**config.mk**
```make
export PLATFORM = sky130hd
export DESIGN_NAME = dpm_map_upper
export DESIGN_NICKNAME = d
export VERILOG_FILES = /design/src/shared/dpm_pkg.sv /design/src/shared/dpm_map_if.sv /design/src/hw/dpm_lookup.sv /design/src/hw/dpm_map_upper.sv
export SDC_FILE = /design/constraint.sdc
export NUM_CORES = 1
export LEC_CHECK = 0
export BUFFER_PORTS_ARGS = -buffer_cell sky130_fd_sc_hd__buf_4
export CORE_AREA = 8 8 111 113
export CTS_CLUSTER_SIZE = 30
export DETAILED_ROUTE_END_ITERATION = 12
export DIE_AREA = 0 0 119 121
export PLACE_DENSITY_LB_ADDON = 0.05
export SLEW_MARGIN = 10
export SYNTH_ARGS = -nofsm -noshare
export SYNTH_HDL_FRONTEND = slang
export SYNTH_SLANG_ARGS = --single-unit
```
**constraint.sdc**
```tcl
create_clock -name CLOCK -period 3.1 [get_ports CLOCK]
set_input_delay 0.31 -clock CLOCK [delete_from_list [all_inputs] [get_ports CLOCK]]
set_output_delay 0.31 -clock CLOCK [all_outputs]
set_load 0.02 [all_outputs]
```
**src/shared/dpm_pkg.sv**
```systemverilog
// constants, offsets and types of the code point to priority map
package dpm_pkg;
   // widths
   localparam int ADDR_W = 16;
   localparam int DATA_W = 32;
   localparam int REG_W = 16;
   localparam int PRIO_W = 2;
   localparam int CODE_W = 6;
   localparam int CODE_COUNT = 64;
   localparam int MAP_W = CODE_COUNT * PRIO_W;
   localparam int FIELDS_PER_WORD = 8;
   localparam int MAP_WORDS = 5;
   // codes 0..23 live in the three lower map words outside this block
   localparam int LOWER_CODES = 24;
   localparam int LOWER_W = LOWER_CODES * PRIO_W;
   // code point position inside the tos / traffic class byte
   localparam int CODE_LSB = 2;
   localparam int CODE_MSB = 7;
   // register indices; byte address is four times the index
   localparam logic [ADDR_W-1:0] IDX_MAP_24_31 = 16'h0486;
   localparam logic [ADDR_W-1:0] IDX_MAP_32_39 = 16'h0488;
   localparam logic [ADDR_W-1:0] IDX_MAP_40_47 = 16'h048A;
   localparam logic [ADDR_W-1:0] IDX_MAP_48_55 = 16'h0490;
   localparam logic [ADDR_W-1:0] IDX_MAP_56_63 = 16'h0492;
   localparam logic [ADDR_W-1:0] IDX_LAST_CLASS = 16'h049C;
   // reset values
   localparam logic [REG_W-1:0] MAP_RESET = 16'h0000;
   localparam logic [DATA_W-1:0] RDATA_RESET = 32'h00000000;
   // last classification status layout
   localparam int LAST_CODE_LSB = 0;
   localparam int LAST_PRIO_LSB = 8;
   localparam int LAST_SEEN_BIT = 15;
   // apb response sequencing
   typedef enum logic [0:0] {
      DPM_IDLE,
      DPM_DONE
   } dpm_apb_state_type;
endpackage

```
**src/shared/dpm_map_if.sv**
```systemverilog
// carrier between the register bank and the priority lookup
`timescale 1ns/100ps
interface dpm_map_if;
   logic [dpm_pkg::MAP_W-1:0] map;
   logic [dpm_pkg::CODE_W-1:0] code;
   logic [dpm_pkg::PRIO_W-1:0] prio;
   modport bank (
      output map,
      output code,
      input prio
   );
   modport lookup (
      input map,
      input code,
      output prio
   );
endinterface

```
**src/hw/dpm_lookup.sv**
```systemverilog
// combinational code point to priority selection
`timescale 1ns/100ps
module dpm_lookup (
   // map and selected code in, priority out
   dpm_map_if.lookup lk
);
   logic [dpm_pkg::CODE_W:0] field_lsb;

   always_comb begin
      field_lsb = {lk.code, 1'b0};
      // one field per code point, no shared decode
      lk.prio = lk.map[field_lsb +: dpm_pkg::PRIO_W];
   end
endmodule

```
**src/hw/dpm_map_upper.sv**
```systemverilog
// upper code point priority map: apb register bank and ingress classifier
//
// Contract
// - priority comes from tos bits 7:2
// - word 0x486 maps tos 0x60..0x7C
// - word 0x488 maps tos 0x80..0x9C
// - word 0x48A maps tos 0xA0..0xBC
// - word 0x490 maps tos 0xC0..0xDC
// - word 0x492 maps tos 0xE0..0xFC
// - all fields reset zero, read back written
// - all 64 code points fully decoded
//
// The APB slave port was chosen for this implementation.
`timescale 1ns/100ps
module dpm_map_upper (
   // clock and reset
   input wire logic CLOCK,
   input wire logic SRST,
   // apb slave
   input wire logic PSEL,
   input wire logic PENABLE,
   input wire logic PWRITE,
   input wire logic [dpm_pkg::ADDR_W-1:0] PADDR,
   input wire logic [dpm_pkg::DATA_W-1:0] PWDATA,
   input wire logic [3:0] PSTRB,
   output logic [dpm_pkg::DATA_W-1:0] PRDATA,
   output logic PREADY,
   output logic PSLVERR,
   // lower map fields, codes 0..23, from the neighbouring bank
   input wire logic [dpm_pkg::LOWER_W-1:0] LOWER_MAP,
   // classification request
   input wire logic CLS_VALID,
   input wire logic [7:0] CLS_TOS,
   // classification result
   output logic PRIO_VALID,
   output logic [dpm_pkg::PRIO_W-1:0] PRIO,
   output logic [dpm_pkg::CODE_W-1:0] PRIO_CODE
);
   dpm_map_if map_bus ();

   // ---------------- apb address decode ----------------
   logic [dpm_pkg::ADDR_W-1:0] idx;
   logic addr_aligned;
   logic [dpm_pkg::MAP_WORDS-1:0] hit_map;
   logic hit_last;
   logic hit_any;
   logic access;

   always_comb begin
      idx = {2'b00, PADDR[dpm_pkg::ADDR_W-1:2]};
      addr_aligned = (PADDR[1:0] == 2'b00);
      hit_map[0] = addr_aligned && (idx == dpm_pkg::IDX_MAP_24_31);
      hit_map[1] = addr_aligned && (idx == dpm_pkg::IDX_MAP_32_39);
      hit_map[2] = addr_aligned && (idx == dpm_pkg::IDX_MAP_40_47);
      hit_map[3] = addr_aligned && (idx == dpm_pkg::IDX_MAP_48_55);
      hit_map[4] = addr_aligned && (idx == dpm_pkg::IDX_MAP_56_63);
      hit_last = addr_aligned && (idx == dpm_pkg::IDX_LAST_CLASS);
      hit_any = (|hit_map) || hit_last;
      access = PSEL && PENABLE;
   end

   // ---------------- apb response sequencing ----------------
   // one wait state: response registered, write lands on the ready edge
   dpm_pkg::dpm_apb_state_type state_r;
   dpm_pkg::dpm_apb_state_type state_nxt;
   logic [dpm_pkg::DATA_W-1:0] prdata_r;
   logic [dpm_pkg::DATA_W-1:0] prdata_nxt;
   logic pslverr_r;
   logic pslverr_nxt;
   logic [dpm_pkg::REG_W-1:0] map_r [dpm_pkg::MAP_WORDS];
   logic [dpm_pkg::REG_W-1:0] last_r;
   logic [dpm_pkg::REG_W-1:0] rd_word;
   logic wr_commit;

   always_comb begin
      rd_word = dpm_pkg::MAP_RESET;
      for (int w = 0; w < dpm_pkg::MAP_WORDS; w++) begin
         if (hit_map[w]) begin
            rd_word = map_r[w];
         end
      end
      if (hit_last) begin
         rd_word = last_r;
      end
   end

   always_comb begin
      state_nxt = state_r;
      prdata_nxt = prdata_r;
      pslverr_nxt = pslverr_r;
      wr_commit = 1'b0;
      case (state_r)
         dpm_pkg::DPM_IDLE: begin
            if (access) begin
               state_nxt = dpm_pkg::DPM_DONE;
               // status word is read only; writing it is refused
               pslverr_nxt = !hit_any || (PWRITE && hit_last);
               prdata_nxt = (!PWRITE && hit_any) ? {16'h0000, rd_word}
                                                 : dpm_pkg::RDATA_RESET;
            end
         end
         dpm_pkg::DPM_DONE: begin
            state_nxt = dpm_pkg::DPM_IDLE;
            wr_commit = access && PWRITE && !pslverr_r;
            pslverr_nxt = 1'b0;
         end
         default: begin
            state_nxt = dpm_pkg::DPM_IDLE;
            pslverr_nxt = 1'b0;
         end
      endcase
   end

   always_ff @(posedge CLOCK) begin
      if (SRST) begin
         state_r <= dpm_pkg::DPM_IDLE;
         prdata_r <= dpm_pkg::RDATA_RESET;
         pslverr_r <= 1'b0;
      end else begin
         state_r <= state_nxt;
         prdata_r <= prdata_nxt;
         pslverr_r <= pslverr_nxt;
      end
   end

   always_comb begin
      PREADY = (state_r == dpm_pkg::DPM_DONE);
      PRDATA = prdata_r;
      PSLVERR = pslverr_r && (state_r == dpm_pkg::DPM_DONE);
   end

   // ---------------- map words ----------------
   // only byte lanes 0 and 1 carry register bits; upper lanes are dropped
   logic [dpm_pkg::REG_W-1:0] map_nxt [dpm_pkg::MAP_WORDS];

   always_comb begin
      for (int w = 0; w < dpm_pkg::MAP_WORDS; w++) begin
         map_nxt[w] = map_r[w];
         if (wr_commit && hit_map[w]) begin
            if (PSTRB[0]) begin
               map_nxt[w][7:0] = PWDATA[7:0];
            end
            if (PSTRB[1]) begin
               map_nxt[w][15:8] = PWDATA[15:8];
            end
         end
      end
   end

   always_ff @(posedge CLOCK) begin
      for (int w = 0; w < dpm_pkg::MAP_WORDS; w++) begin
         if (SRST) begin
            map_r[w] <= dpm_pkg::MAP_RESET;
         end else begin
            map_r[w] <= map_nxt[w];
         end
      end
   end

   // ---------------- lookup ----------------
   // word w field k serves code 24+8w+k, so the words simply stack
   logic [dpm_pkg::CODE_W-1:0] req_code;

   always_comb begin
      req_code = CLS_TOS[dpm_pkg::CODE_MSB:dpm_pkg::CODE_LSB];
      map_bus.code = req_code;
      map_bus.map = {map_r[4], map_r[3], map_r[2], map_r[1], map_r[0],
                     LOWER_MAP};
   end

   // live register contents feed the selector, so a completed write
   // applies from the very next request
   dpm_lookup u_lookup (
      .lk(map_bus.lookup)
   );

   // ---------------- classification result ----------------
   logic prio_valid_r;
   logic prio_valid_nxt;
   logic [dpm_pkg::PRIO_W-1:0] prio_r;
   logic [dpm_pkg::PRIO_W-1:0] prio_nxt;
   logic [dpm_pkg::CODE_W-1:0] code_r;
   logic [dpm_pkg::CODE_W-1:0] code_nxt;
   logic [dpm_pkg::REG_W-1:0] last_nxt;

   always_comb begin
      prio_valid_nxt = CLS_VALID;
      prio_nxt = prio_r;
      code_nxt = code_r;
      last_nxt = last_r;
      if (CLS_VALID) begin
         prio_nxt = map_bus.prio;
         code_nxt = req_code;
         last_nxt = dpm_pkg::MAP_RESET;
         last_nxt[dpm_pkg::LAST_CODE_LSB +: dpm_pkg::CODE_W] = req_code;
         last_nxt[dpm_pkg::LAST_PRIO_LSB +: dpm_pkg::PRIO_W] = map_bus.prio;
         last_nxt[dpm_pkg::LAST_SEEN_BIT] = 1'b1;
      end
   end

   always_ff @(posedge CLOCK) begin
      if (SRST) begin
         prio_valid_r <= 1'b0;
         prio_r <= '0;
         code_r <= '0;
         last_r <= dpm_pkg::MAP_RESET;
      end else begin
         prio_valid_r <= prio_valid_nxt;
         prio_r <= prio_nxt;
         code_r <= code_nxt;
         last_r <= last_nxt;
      end
   end

   always_comb begin
      PRIO_VALID = prio_valid_r;
      PRIO = prio_r;
      PRIO_CODE = code_r;
   end
endmodule

```
* Word-level counts from Yosys, hierarchy flattened
Memories as Yosys holds them, arrays and structs flattened.
Cells that the tools add are included.
** Word-level totals
- Register bits :: 52
- RAM bits :: 80
- Output and inout bits :: 43
- Memories :: 1
** Memories
- map_r :: words 5, width 16, read ports 5, clocked after memory_dff 0, wr ports 5, line dpm_map_upper.sv:70 : logic [dpm_pkg::REG_W-1:0] map_r [dpm_pkg::MAP_WORDS];
** Cells by class
- Eq/ne operators :: 7
- Shift operators :: 1
- Multiplexer cells :: 35
- Bitwise gates (word level) :: 6
- Reductions and logical operators :: 25
** Operators with widths (number)
- two-way mux 16 bit :: 17
- indexed part select 128 x 8 -> 2 bit :: 1
- == test 14 x 11 -> 1 bit, second input constant :: 6
- two-way mux 8 bit :: 10
- logical AND 1 bit :: 17
- two-way mux 1 bit :: 6
- OR 1 bit :: 5
- OR reduction 5 bit :: 1
- one-hot mux 1 bit (2 select lines) :: 2
- logical NOT 1 bit :: 3
- logical NOT 2 bit :: 1
- logical OR 1 bit :: 2
- != test 2 bit, second input constant :: 1
- AND reduction 2 bit :: 1
- NOT 1 bit :: 1

* Depth between registers and ports, before layout
- Depth in word-level cells :: 9
- Depth in mapped cells :: 10
- Gate-level depth less buffers :: 6

* By module
A second synthesis with hierarchy kept.
** Second synthesis, totals
- Cells, all modules :: 637
- Area total of the unflattened synthesis :: 5969.5 um2
** By module, submodules not included
- dpm_map_upper :: instances 1, cells an instance 539, area each 4849.7 um2, seq. area each 2162.1 um2
- dpm_lookup :: instances 1, cells an instance 98, area each 1119.8 um2, seq. area each 0.0 um2

* Least setup slack after synthesis
No wires, ideal clock.
- Path type :: input to register
- From :: input port CLS_TOS[2]
- To :: register prio_r, in the netlist PRIO[0]
- Setup time :: 132 ps
- Arrival :: 1880 ps
- Slack :: 1088 ps
- Stages on the path :: 8
- Buffers on the path :: 2
- Cells stage by stage :: buf_2 buf_2 mux4_2 a22o_1 o21ai_0 nand3_1 nand3_1 a21oi_1
** On the way
- Longest elaborated chain between the ends :: 1
** Ends and longest elaborated chain
- start: declaration :: line dpm_map_upper.sv:33 : input wire logic [7:0] CLS_TOS,
- indexed part select 128 x 8 -> 2 bit :: line dpm_lookup.sv:12 : lk.prio = lk.map[field_lsb +: dpm_pkg::PRIO_W];
- end signal: assignment :: line dpm_map_upper.sv:209 : prio_r <= prio_nxt;
- end: declaration :: line dpm_map_upper.sv:180 : logic [dpm_pkg::PRIO_W-1:0] prio_r;
Every way passes these cells.
A chain may end at the register's enable or synchronous reset.

==> out/qor.txt <==
CP Capture Type: register
RSZ-0062 raised after global routing: no
layout cells sized above 1: 25.03%
Setup Fix Bufs, Post-CTS: 0
Vias: 5429
internal power: 0.001935 W
CP max stage cell: nor3_2
root buf cell: clkbuf_8
VDD IR max: 0.0004399 V
Syn Inst Count: 669
static leakage: 2.590 nW
vias in the first global route: 5278
crit start category: register
status: finished, final reports clean
Num CTS Buffers: 9
CTS clk-pin slew, worst paths: 0.10 ns
worst-path cell chain: nand2_1 > nor3_2 > nand2_1 > nor3_2 > nand2_1 > a21oi_1
GRT Util Overall: 23.89%
Crit Path Class: reg -> reg
Final setup viols: 0
synth unique cells: 44
chip height: 121 um
Synth Area in Adders: 0%
Top Family by Delay on Critical Path: simple AND/OR/NAND/NOR gates
Slew HR: 28.96%
number of synthesized register bits: 108
wire per inst: 19.54 um
clk_skew: 0.009194 ns
Nets: 877
Post-Synth Simple-Gate Area: 19.03%
YS warnings: 0
portion of netlist area occupied by mux cells: 19.15%
Placed Area: 6739 um2
Hold WC Path Type: in -> reg
XOR/XNOR share of the synthesized area: 0.1490%
Avg Inst Size Synth: 8.788 um2
switching pwr: 0.0006508 W
PwrDens: 372.7 nW/um2
Fmax: 426.1 MHz
# rows: 38
Antenna diodes: 0
Synth async-reset ratio: 0%
dpl hpwl: 13.63 mm
# Max-Cap Violations: 0
max-slew violations: 0
CP dominant cell by count: nand2_1
Min Clock Period, post-route: 2.347 ns
Die X-Extent: 119 um
first-pass GRT wire length: 27.77 mm
R2R Path Start: PREADY
CP Data Arrival Time: 2.63 ns
core area: 10600 um2
Post-DRT Antenna Nets: 0
Synth Flop Type: dfxtp_1
post-route cell area: 6937 um2
critical path data required time: 3.38 ns
largest family of logic cells by synthesized area: multiplexers
part of the power in combinational logic: 11.9%
largest net degree at the start of global routing: 104
Congestion Overflow GR: 0
number of H-tree levels: 3
clock sinks: 108
hold path depth: 2
fin crit share: 75.71%
port bufs: 120
CP peak stage delay: 0.65 ns
cts hold-fix bufs: 0
post-synthesis sequential area ratio: 36.77%
gpl congestion: 0.8873
DR iter-0 viols: 491
Synth Cell Area: 5879 um2
CP startpoint: PREADY
worst slew pin tran: 1.066 ns
post-synthesis compound-gate area fraction: 18.22%
Hold EP: pslverr_r
proportion of power drawn by the clock network: 33.8%
HP Start: PENABLE
Placed Instances: 892
Net Sw Frac: 25.17%
DIE AREA: 14400 um2
CTS tree: yes
Max Root-Sink Buffers: 2
DRT Wirelength: 17.72 mm
R2R setup slack: 0.75 ns
critical path peak fanout: 13
clk_lat worst skew: 0.36 ns
io pins: 157
Post-synth EDFFs: 0
Reg power frac: 54.3%
post-route insts no fill: 907
Initial Util: 55.45%
vias per cell: 5.986
initial antenna violation count: 0
crit path buf inv count: 0
DRT Pass-1 Iters: 5
FF-to-FF End: map_r[3][1]
Final Hold Vio Count: 0
Area Overhead vs Synth: 17.98%
setup_tns: 0 ns
Worst Reg-to-Reg Cells: 6
CTS resizes: 0
drt drc: 0
==> power groups by stage <==
stage | Sequential, W | Combinational [W] | Clock [W]
final | 0.00140 | 0.000307 | 0.000873
after global routing | 0.00141 | 0.000330 | 0.000945
after CTS | 0.00141 | 0.000306 | 0.000881
after detailed placement | 0.00144 | 0.000306 | 0
after global placement | 0.00144 | 0.000300 | 0
after floorplan | 0.00143 | 0.000179 | 0
==> layout by cell type (no fill, tap or decap), types with 2 or more instances in the layout <==
master | netlist | layout
nand3_1 | 15 | 15
clkbuf_8 | 0 | 10
a221o_1 | 9 | 9
nor2_2 | 3 | 3
dfxtp_1 | 108 | 108
mux4_2 | 24 | 24
nand2b_1 | 3 | 3
nand4_2 | 2 | 2
mux2_2 | 4 | 4
a41oi_1 | 11 | 11
nor3_1 | 6 | 6
o21ai_0 | 35 | 35
a221oi_1 | 7 | 7
conb_1 | 1 | 16
a22oi_1 | 13 | 13
nand4_1 | 5 | 5
nor2b_1 | 11 | 11
mux2i_1 | 54 | 54
nor3_2 | 5 | 5
o22ai_1 | 7 | 7
and2_1 | 2 | 2
a21oi_1 | 53 | 53
nand2_1 | 105 | 105
a22o_1 | 15 | 15
o22a_1 | 9 | 9
buf_4 | 27 | 135
inv_6 | 0 | 2
or3_1 | 3 | 3
nor2_1 | 78 | 78
==> cell usage after synthesis (all sizes together), types with 2 or more instances <==
cell type,n,area [um2]
mux4,24,540.5
nor2b,11,68.82
clkbuf,19,71.32
mux2,4,45.04
or3,3,18.77
a21oi,53,265.3
nand3,15,75.07
o22a,9,78.83
a22oi,13,97.59
a221oi,7,61.31
a41oi,11,96.34
and2,2,12.51
o21ai,36,180.2
nor2,81,311.5
o22ai,7,43.79
dfxtp,108,2162
nor3,12,96.35
nand2b,3,18.77
nand2,105,394.1
nor4b,2,32.53
buf,48,314.0
a22o,15,131.4
a221o,9,90.09
nand4,7,56.30
mux2i,54,540.5
==> metrics by stage <==
step | hold WS (ns) | setup WS [ns] | total power [W] | util (%)
6_report | 0.1461 | 0.7529 | 0.002585 | 65.42
5_1_grt | 0.1391 | 0.5269 | 0.002682 | 65.42
4_1_cts | 0.1434 | 0.7915 | 0.002592 | 65.42
3_5_place_dp | 0.4573 | 0.5057 | 0.001743 | 63.56
3_3_place_gp | 0.4472 | 0.5531 | 0.001736 | 63.56
2_1_floorplan | 0.4080 | 1.088 | 0.001614 | -
==> sequential cells by signal (all words and copies together) (netlist names) <==
name,count
pslverr_r,1
PRDATA,16
map_r,80
PREADY,1
PRIO_VALID,1
PRIO,1
PRIO_CODE,5
last_r,3
==> area by class of cell <==
cell class,count,area [um2]
inverters,1,3.754
clock buffers,10,137.6
clock inverters,5,60.06
well taps,140,175.2
flip-flops and latches,108,2162
multi-input cells,508,3385
repair buffers,135,1013
fillers,918,3666
==> routing by layer <==
| metal | track usage [%] | vias to the layer above | routed length, um |
|---|---|---|---|
| li1 | - | 2579 | - |
| met1 | 29.07 | 2571 | 6949 |
| met2 | 40.78 | 242 | 8800 |
| met3 | 5.119 | 37 | 1427 |
| met4 | 8.854 | 0 | 542 |
| met5 | 0 | - | 0 |
==> logic make-up (layout without fill, tap and decap cells) <==
group	count (synthesis)	in the layout
xor gates and xnor gates	1	1
muxes	82	82
AOI/OAI and AO/OA	163	163
DFF	108	108
buffers and inverters	68	151
and+or+nand+nor	246	246
other	1	16
==> worst max path at each step <==
| stage | endpoint | slack, ns | depth (start not counted) |
|---|---|---|---|
| floorplan | PRIO[0] | 1.09 | 8 |
| global placement | PRDATA[13] | 0.55 | 8 |
| detailed placement | PRDATA[15] | 0.51 | 6 |
| CTS | map_r[3][1] | 0.79 | 6 |
| global route | map_r[3][4] | 0.53 | 6 |
| finish | map_r[3][1] | 0.75 | 6 |
No activity file was read; power rests on OpenSTA's default activity.
